### config.mk
export PLATFORM = sky130hd
export DESIGN_NAME = board_system_config
export DESIGN_NICKNAME = d
export VERILOG_FILES = /design/src/verilog/config_pkg.sv /design/src/verilog/pin_sync.sv /design/src/verilog/config_reg_port.sv /design/src/verilog/board_system_config.sv
export SDC_FILE = /design/constraint.sdc
export NUM_CORES = 1
export LEC_CHECK = 0
export BUFFER_PORTS_ARGS = -buffer_cell sky130_fd_sc_hd__buf_4
export CORE_AREA = 8 8 52 58
export DETAILED_ROUTE_END_ITERATION = 10
export DIE_AREA = 0 0 60 66
export PLACE_DENSITY = 0.93
export SYNTH_ARGS = -nofsm -noshare
export SYNTH_HDL_FRONTEND = slang
export SYNTH_SLANG_ARGS = --single-unit
### constraint.sdc
create_clock -name clk -period 2.84 [get_ports clk]
set_clock_uncertainty 0.05 [all_clocks]
set_input_delay 0.568 -clock clk [delete_from_list [all_inputs] [get_ports clk]]
set_output_delay 0.568 -clock clk [all_outputs]
set_load 0.01 [all_outputs]
### src/verilog/config_pkg.sv
// shared constants, carriers and decode for the system configuration block
// assumes one 10 MHz clock and an asynchronous active-high processor reset
package config_pkg;

    // register bus geometry
    localparam int ADDR_W = 8;
    localparam int DATA_W = 32;

    // register offset (byte address, one aligned word)
    localparam logic [ADDR_W-1:0] SYS_CONFIG_OFFSET = 8'h00;

    // field positions inside system_configuration
    localparam int MEM_SEL_BIT = 0;
    localparam int IF_SEL_BIT = 1;

    // reset values of the state before the boot-mode load
    localparam logic MEM_SEL_RESET = 1'b0;
    localparam logic IF_SEL_RESET = 1'b0;
    localparam logic LOAD_PENDING_RESET = 1'b1;
    localparam logic [DATA_W-1:0] RDATA_RESET = 32'h0000_0000;

    // latched boot-mode codes that place SDRAM in chip-enable area 0
    localparam logic [3:0] BOOT_SDRAM_AREA0_NO_BOOT = 4'h1;
    localparam logic [3:0] BOOT_SDRAM_AREA0_FLASH_BOOT = 4'h9;

    // depth of the pin synchroniser
    localparam int SYNC_STAGES = 2;

    // one register bus request, as seen in the cycle of the strobe
    typedef struct packed {
        logic rd;
        logic wr;
        logic [ADDR_W-1:0] addr;
        logic [DATA_W-1:0] wdata;
    } reg_req_s;

    // routing of the external synchronous memories
    typedef struct packed {
        logic sbsram_area0_en;
        logic sdram_area0_en;
        logic sdram_area2_en;
    } mem_route_s;

    // all memories off, held until the boot-mode load is done
    localparam mem_route_s ROUTE_RESET = 3'b000;

    // true for the two boot configurations with SDRAM in area 0
    function automatic logic sdram_boot(input logic [3:0] code);
        sdram_boot = (code == BOOT_SDRAM_AREA0_NO_BOOT) ||
                     (code == BOOT_SDRAM_AREA0_FLASH_BOOT);
    endfunction : sdram_boot

    // routing for a given memory type select value
    function automatic mem_route_s route_for(input logic sel);
        mem_route_s r;
        r.sbsram_area0_en = ~sel;
        r.sdram_area0_en = sel;
        r.sdram_area2_en = sel;
        route_for = r;
    endfunction : route_for

endpackage : config_pkg

### src/verilog/pin_sync.sv
// two-stage synchroniser for a group of board pins
// assumes the pins are quasi-static; no reset, so it tracks the pins in reset
`timescale 1ns/10ps
`default_nettype none
module pin_sync #(
    parameter int WIDTH = 1
) (
    // clock
    input wire logic clk,
    // asynchronous pins
    input wire logic [WIDTH-1:0] pin_in,
    // synchronised copy
    output logic [WIDTH-1:0] pin_out
);
    // stage flops; stage 0 is read only by stage 1
    logic [WIDTH-1:0] stage [config_pkg::SYNC_STAGES];

    // no reset here on purpose: the pins must be seen while reset is held
    always_ff @(posedge clk) begin
        stage[0] <= pin_in;
        for (int i = 1; i < config_pkg::SYNC_STAGES; i++) begin
            stage[i] <= stage[i-1];
        end
    end

    assign pin_out = stage[config_pkg::SYNC_STAGES-1];
endmodule : pin_sync
`default_nettype wire

### src/verilog/config_reg_port.sv
// register port: address decode, write hit and registered read data
// assumes one-cycle strobes from a master on the same clock
`timescale 1ns/10ps
`default_nettype none
module config_reg_port (
    // clock and reset
    input wire logic clk,
    input wire logic rst,
    // bus request
    input wire config_pkg::reg_req_s req,
    // current field values
    input wire logic mem_sel,
    input wire logic if_sel,
    // decoded write to the configuration word
    output logic wr_hit,
    // read data, valid the cycle after the read strobe
    output logic [config_pkg::DATA_W-1:0] rdata
);
    logic hit; // address matches the configuration word
    logic [config_pkg::DATA_W-1:0] next_rdata; // next read data

    assign hit = (req.addr == config_pkg::SYS_CONFIG_OFFSET);
    assign wr_hit = req.wr & hit;

    // read mux; bits 2 and up and unmapped addresses read as zero
    always_comb begin
        next_rdata = '0;
        if (req.rd && hit) begin
            next_rdata[config_pkg::MEM_SEL_BIT] = mem_sel;
            next_rdata[config_pkg::IF_SEL_BIT] = if_sel;
        end
    end

    // read data stands for exactly one cycle, zero otherwise
    always_ff @(posedge clk or posedge rst) begin
        if (rst) begin
            rdata <= config_pkg::RDATA_RESET;
        end else begin
            rdata <= next_rdata;
        end
    end
endmodule : config_reg_port
`default_nettype wire

### src/verilog/board_system_config.sv
// board system configuration register and memory routing
// assumes clk at 10 MHz and rst as the processor reset (async, active high)
// Function
// - select 0: SBSRAM area0 on, SDRAM off
// - select 1: SDRAM areas 0,2 on, SBSRAM off
// - reset default follows latched boot mode
// - software may rewrite select anytime, routing follows
// - switch captured at reset release, later ignored
// - interface bit: 0 serial, 1 cell interface
// - no cell interface variant reads 0
// - boot codes 1 and 9 mean SDRAM
//
// Design decisions made here: the strobed register port and the address map.
`timescale 1ns/10ps
`default_nettype none
module board_system_config #(
    parameter bit HAS_MEM_SELECT = 1'b1, // variant with switchable memory
    parameter bit HAS_CELL_IF = 1'b1 // variant with a cell interface
) (
    // clock and reset
    input wire logic clk,
    input wire logic rst,
    // register bus
    input wire logic [config_pkg::ADDR_W-1:0] reg_addr,
    input wire logic [config_pkg::DATA_W-1:0] reg_wdata,
    input wire logic reg_wr,
    input wire logic reg_rd,
    output logic [config_pkg::DATA_W-1:0] reg_rdata,
    // board straps
    input wire logic [3:0] latched_boot_mode,
    input wire logic interface_selection_switch,
    // memory routing
    output logic sbsram_area0_en,
    output logic sdram_area0_en,
    output logic sdram_area2_en,
    // interface choice for the rest of the board
    output logic serial_or_cell_interface_select
);
    config_pkg::reg_req_s req; // bundled bus request
    logic [4:0] strap_sync; // synchronised boot mode and switch
    logic wr_hit; // write to the configuration word
    logic load_pending; // first cycle after reset release
    logic next_load_pending;
    logic memory_type_select; // memory type select field
    logic next_memory_type_select;
    logic next_if_sel; // next interface select
    config_pkg::mem_route_s route; // registered routing
    config_pkg::mem_route_s next_route;

    assign req.rd = reg_rd;
    assign req.wr = reg_wr;
    assign req.addr = reg_addr;
    assign req.wdata = reg_wdata;

    // straps are pins: two flops before any logic looks at them
    pin_sync #(
        .WIDTH(5)
    ) u_strap_sync (
        .clk(clk),
        .pin_in({interface_selection_switch, latched_boot_mode}),
        .pin_out(strap_sync)
    );

    // bus decode and read-back
    config_reg_port u_port (
        .clk(clk),
        .rst(rst),
        .req(req),
        .mem_sel(memory_type_select),
        .if_sel(serial_or_cell_interface_select),
        .wr_hit(wr_hit),
        .rdata(reg_rdata)
    );

    // next state: boot load once after release, then software writes
    always_comb begin
        next_load_pending = 1'b0;
        next_memory_type_select = memory_type_select;
        next_if_sel = serial_or_cell_interface_select;
        if (load_pending) begin
            // async reset may only load constants, so the strap-derived
            // defaults are taken at the first edge after release
            next_memory_type_select = HAS_MEM_SELECT &
                config_pkg::sdram_boot(strap_sync[3:0]);
            // switch frozen here; no later path updates it
            next_if_sel = HAS_CELL_IF & strap_sync[4];
        end
        if (wr_hit && HAS_MEM_SELECT) begin
            // a write in the load cycle wins over the boot default
            next_memory_type_select =
                req.wdata[config_pkg::MEM_SEL_BIT];
        end
        // upper-bit writes have no target and are dropped
        if (load_pending) begin
            next_route = config_pkg::route_for(next_memory_type_select);
        end else begin
            next_route = config_pkg::route_for(next_memory_type_select);
        end
    end

    // registers; routing stays off until the boot load has settled
    always_ff @(posedge clk or posedge rst) begin
        if (rst) begin
            load_pending <= config_pkg::LOAD_PENDING_RESET;
            memory_type_select <= config_pkg::MEM_SEL_RESET;
            serial_or_cell_interface_select <= config_pkg::IF_SEL_RESET;
            route <= config_pkg::ROUTE_RESET;
        end else begin
            load_pending <= next_load_pending;
            memory_type_select <= next_memory_type_select;
            serial_or_cell_interface_select <= next_if_sel;
            route <= next_route;
        end
    end

    assign sbsram_area0_en = route.sbsram_area0_en;
    assign sdram_area0_en = route.sdram_area0_en;
    assign sdram_area2_en = route.sdram_area2_en;
endmodule : board_system_config
`default_nettype wire

==> results by group, run 1 <==
Pwr
  • Total chip power: 400 uW
  • Pleak: between 0.0004 and 0.0005 uW
  • Power per cell area: between 500 and 600 mW/mm^2
  • Peak VDD IR: roughly 0.3 mV

CTS
  • H-tree levels: 1
  • CTS tree: done
  • Clk slew on worst S/H paths: approximately 0.080 ns
  • Clk root buf: clkbuf_4
  • Clock Tree Buf Depth: 2
  • Clock latency on the worst-skew pair: about 0.27 ns
  • TritonCTS Sinks: 14
  • Hold-fix buffers, CTS: 0
  • PostCTS Resize Cnt: 0
  • Cts bufs inserted: 3
  • Post-CTS Setup Bufs: 0

Floorplan
  • Die Y: around 66 um
  • Die ar.: between 0.003 and 0.004 sq mm
  • Starting Density: 0.308
  • Core region area: about 0.0021 sq mm
  • # IOs: 85
  • Std-Cell Rows: 18
  • Die width: about 60 um

Logic synthesis
  • Yosys warning count: 0
  • Xor and xnor fraction of the mapped netlist area: 0
  • Synthesis-stage register bit count: 14
  • Sequential area share after synthesis: 0.473
  • Synth Area in Simple Gates: 0.0817
  • Post-synthesis compound-gate area fraction: 0.0133
  • Mapped Area: ~660 sq um
  • Synth Area in Adders: 0
  • Netlist cell types: 15
  • Syn_area_per_cell: roughly 11 sq um
  • Largest family of logic cells by synthesized area: buffers and inverters
  • Post-synthesis instance total: 60
  • Mux cell area share after synthesis: 0.0551

Flow run
  • Max_cap viols: 0

STA
  • Final Critical Period: approximately 1.8 ns
  • Final Hold Fails: 0
  • Fin crit share: 0.629
  • RSZ-0062 raised after global routing: no
  • Total negative slack: 0 ns
  • Slew Limit Fails: 0
  • # setup viols final: 0
  • FMAX: 560 MHz
  • Fin Hold WS: about 0.15 ns

Route
  • Drt via density: approximately 3.2
  • Router iterations before antenna repair: 2
  • DRT iter0 DRCs: 5
  • Routed vias: about 370
  • Drt drc: 0
  • Routed Antenna Nets: 0
  • WL final: about 1100 um
  • DR WL/cell: roughly 9.9 um

Critical path
  • Worst setup EP type: flip-flop
  • CP arrival: around 1.9 ns
  • Crit-path max FO: 2
  • Worst Setup Path Type: in -> reg
  • CP Launch Type: input port
  • CP required: between 2 and 3 ns

Placed design
  • Inst Count DP: 111
  • RePlAce Congestion: around 0.71
  • DP HPWL: 1030 um
  • PortBufs: 22

Finish
  • Most frequent cells in the layout: conb_1 (31), buf_4 (22), dfxtp_1 (8)
  • Layout cells sized above 1: 0.376
  • Final Net Count: 135
  • Fin util: 0.363
  • Most common cell after layout, fill and taps aside: conb_1
  • Fillcell total: between 200 and 250
  • Area Growth Syn to Fin: 18.1%
  • Fin cells: about 120
  • Antenna cells: 0

Global route
  • Vias in the first global route: 367
  • Total track usage: 0.0583
  • First-pass GRT wire length: ~1600 um
  • Initial antenna violation count: 0
  • GR Overflow Total: 0
  • Largest net degree at the start of global routing: 9

Worst hold path
  • Worst min-delay path class: in -> async

Run status
  • Status: completed
-- kinds of logic after synthesis --
| family | after synthesis |
|---|---|
| AOI/OAI and AO/OA | 1 |
| DFF | 14 |
| other | 1 |
| and+or+nand+nor | 7 |
| buffers and inverters | 34 |
| muxes | 3 |
-- synthesized netlist by cell type, drive strengths merged --
| cell | n | area (sq um) |
|---|---|---|
| buf | 31 | 233 |
| or3 | 1 | 11.3 |
| dfstp | 1 | 26.3 |
| or4 | 2 | 22.5 |
| nor2 | 1 | 3.75 |
| mux2 | 2 | 26.3 |
| and3 | 2 | 12.5 |
| dfrtp | 5 | 125 |
| mux2i | 1 | 10.0 |
| o32ai | 1 | 8.76 |
| inv | 3 | 11.3 |
| nand2 | 1 | 3.75 |
| dfxtp | 8 | 160 |
| conb | 1 | 3.75 |
-- per-stage QoR --
step	setup slack, ns	instance area [sq um]
CTS	1.06	777
detailed placement	0.756	741
global placement	0.774	741
floorplan	0.903	771
finish	1.05	777
global route	1.06	777
-- worst max-delay path, cell delays in order --
cell and delay [ns]:
buf_4 0.11, or4_4 0.52, or3_4 0.40, mux2_4 0.30
-- layer usage --
metal | global-route usage | part of all wire
met1 | 0.0447 | 0.32
met2 | 0.0985 | 0.50
met3 | 0.0467 | 0.17
met4 | 0.0358 | 0.0070
met5 | 0 | 0
-- layout make-up --
cell class                      count  area [sq um]  area share
Tap cell                           30          37.5      0.0483
Sequential cell                    14           312       0.401
Timing Repair Buffer               22           165       0.213
Clock buffer                        4          36.3      0.0467
Multi-Input combinational cell     42           215       0.277
Inverter                            3          11.3      0.0145
-- registers in the layout, indices dropped and copies added, names as in the netlist, named ones only --
register / cells
u_strap_sync.stage: 8
u_port.rdata: 2
load_pending: 1
sbsram_area0_en: 1
serial_or_cell_interface_select: 1
-- final timing paths --
kind / startpoint / end / slack, ns / depth (start not counted)
setup / recovery: reg_addr[5] / flip-flop / 1.05 / 4
min in group clk: u_strap_sync.stage[0][4]$_DFF_P_ / u_strap_sync.stage[0][9]$_DFF_P_ / 0.28 / 0
max in group asynchronous: rst / load_pending$_DFF_PP1_ / 2.34 / 2
hold reg to reg: u_strap_sync.stage[0][4]$_DFF_P_ / u_strap_sync.stage[0][9]$_DFF_P_ / 0.28 / 0
hold / removal: rst / u_port.rdata[0]$_DFF_PP0_ / 0.15 / 2
setup reg to reg: load_pending$_DFF_PP1_ / flip-flop / 1.65 / 3
-- power by group --
| part | switching, uW | total, uW | internal, uW |
|---|---|---|---|
| clock network | 58.0 | 136 | 77.9 |
| logic | 29.5 | 52.4 | 22.9 |
| registers | 3.76 | 212 | 208 |
Note: power is estimated with default switching activity, not from simulation.
==> inputs of run 2 (changes only) <==
Settings changed: CORE_AREA 8 8 52 58 to 8 8 54 61, DIE_AREA 0 0 60 66 to 0 0 62 69, PLACE_DENSITY 0.93 to 0.86.
Clock period 2.84 ns to 1.65 ns, I/O delays scaled along.
==> results by group, run 2 (synthesized netlist as in run 1, its figures left out) <==
Critical path
  • Delay-heaviest family, CP: simple AND/OR/NAND/NOR gates
  • CP Launch Type: input port
  • Worst setup EP type: flip-flop
  • CP required: 1.76 ns (-1.20 ns)
  • CP max stage delay: 0.52 ns (about the same)
  • Crit-path max FO: 2 (unchanged)
  • Worst Setup Path Type: in -> reg
  • Slowest cell on the critical path: or4_4
  • Crit path buffers/inverters: 1 (unchanged)
  • Crit path cell chain: buf_4 -> or4_4 -> or3_4 -> mux2_4
  • CP arrival: 1.65 ns (-0.25 ns)

Route
  • Routed Antenna Nets: 0 (unchanged)
  • DR WL/cell: 10.1 um (+2.2%)
  • WL final: 1180 um (+4.0%)
  • Router iterations before antenna repair: 2 (unchanged)
  • Routed vias: 380 (+3.0%)
  • Drt drc: 0 (unchanged)
  • DRT iter0 DRCs: 2 (-3)
  • Drt via density: 3.25 (+1.2%)

STA
  • Slew Limit Fails: 0 (unchanged)
  • Final setup margin: 0.112 ns (-0.942 ns)
  • Final Hold Fails: 0 (unchanged)
  • Fin crit share: 0.932
  • RSZ-0062 raised after global routing: no
  • # setup viols final: 0 (unchanged)
  • Fin Hold WS: 0.106 ns (-0.0434 ns)
  • Final Critical Period: approximately 1.5 ns
  • FMAX: about 650 MHz

Finish
  • Final Net Count: 136 (+0.74%)
  • Most common cell after layout, fill and taps aside: conb_1
  • Antenna cells: 0 (unchanged)
  • Top reg by flops: u_strap_sync.stage
  • Regs by FF count: u_strap_sync.stage: 8 flops, u_port.rdata: 2 flops
  • Layout cells sized above 1: 0.372 (-0.00438)
  • Most frequent cells in the layout: conb_1 (31), buf_4 (22), dfxtp_1 (8)
  • Area Growth Syn to Fin: 19.8%
  • Largest register FFs: 8 (unchanged)

Floorplan
  • Core region area: 0.00235 sq mm (+10%)
  • Die ar.: 0.00428 sq mm (+8.0%)
  • # IOs: 85 (unchanged)
  • Starting Density: 0.280 (-0.0280)
  • Die Y: 69 um (+4.5%)
  • Die width: 62 um (+3.3%)
  • Std-Cell Rows: 19 (+1)

Placed design
  • DP HPWL: 1080 um (+5.2%)
  • RePlAce Congestion: 0.729 (+2.2%)
  • PortBufs: 22 (unchanged)
  • Place WS: -0.184 ns (-0.940 ns)

Pwr
  • Switching Fraction: 0.228 (-0.000507)
  • Cell-internal power: 533 uW (+73%)
  • Pleak: 0.000432 uW (+0.98%)
  • Peak VDD IR: 0.557 mV (+86%)
  • Sequential Power Share: 0.529 (about the same)
  • Power per cell area: 875 mW/mm^2 (+70%)
  • Sw power: 157 uW (+72%)
  • Gate power share: 0.133 (+0.002)
  • Total chip power: 690 uW (+72%)
  • Clock power share: 0.338 (-0.002)

CTS
  • CTS tree: done
  • Clock Tree Buf Depth: 2 (unchanged)
  • PostCTS Resize Cnt: 0 (unchanged)
  • TritonCTS Sinks: 14 (unchanged)
  • Clk slew on worst S/H paths: 0.08 ns (about the same)
  • Clock latency on the worst-skew pair: 0.27 ns (about the same)
  • H-tree levels: 1 (unchanged)
  • Clk root buf: clkbuf_4
  • Cts bufs inserted: 3 (unchanged)

Global route
  • GR Overflow Total: 0 (unchanged)
  • First-pass GRT wire length: 1600 um (-0.87%)
  • Total track usage: 0.0503 (-0.00807)
  • Largest net degree at the start of global routing: 9 (unchanged)
  • Initial antenna violation count: 0 (unchanged)
  • Vias in the first global route: 369 (+0.54%)

Run status
  • Status: completed

Worst hold path
  • Worst min-delay path class: in -> reg

Flow run
  • Max_cap viols: 0 (unchanged)
## run 2: final cells by class
class / instances / area (sq um)
multi-input combinational: 42 / 215
sequential: 14 / 312
inverter: 3 / 11.3
clock buffer: 4 / 36.3
tap: 31 / 38.8
timing repair buffer: 23 / 175
fill: 240 / 1570
## run 2: power by group through the flow
stage | Clock [uW] | Sequential, uW | Combinational, uW
floorplan | 0 | 373 | 98.1
global placement | 0 | 371 | 85.9
detailed placement | 0 | 373 | 87.3
CTS | 244 | 365 | 89.4
global route | 266 | 368 | 101
finish | 233 | 365 | 91.6
## run 2: worst paths after layout
| check | from | end | slack, ns | cells after the start |
|---|---|---|---|---|
| max in group asynchronous | rst | load_pending$_DFF_PP1_ | 0.83 | 3 |
| worst max-delay path | reg_addr[7] | flip-flop | 0.11 | 4 |
| min in group asynchronous | rst | sbsram_area0_en$_DFF_PP0_ | 0.47 | 3 |
| worst min-delay path | latched_boot_mode[0] | u_strap_sync.stage[0][0]$_DFF_P_ | 0.11 | 1 |
| worst max register to register | load_pending$_DFF_PP1_ | flip-flop | 0.47 | 3 |
| worst min register to register | u_strap_sync.stage[0][4]$_DFF_P_ | u_strap_sync.stage[0][9]$_DFF_P_ | 0.28 | 0 |
## run 2: routing by layer
| layer | up-vias | wire length, um | track usage |
|---|---|---|---|
| met5 | - | 0 | 0 |
| met4 | 0 | 0 | 0.0152 |
| met3 | 0 | 365 | 0.0519 |
| met2 | 37 | 520 | 0.0829 |
| met1 | 164 | 298 | 0.0375 |
| li1 | 179 | - | - |
## run 2: what timing repair did
item	CTS	global route
setup buffers	0	0
hold endpoints to repair	5	0
hold buffers	1	0
## run 2: metrics by stage
stage | instances | cell area [sq um] | util | TNS (ns)
2_1_floorplan | 90 | 771 | - | -0.0489
3_3_place_gp | 112 | 742 | 0.315 | -0.203
3_5_place_dp | 112 | 742 | 0.315 | -0.213
4_1_cts | 117 | 788 | 0.335 | 0
5_1_grt | 117 | 788 | 0.335 | 0
6_report | 117 | 788 | 0.335 | 0
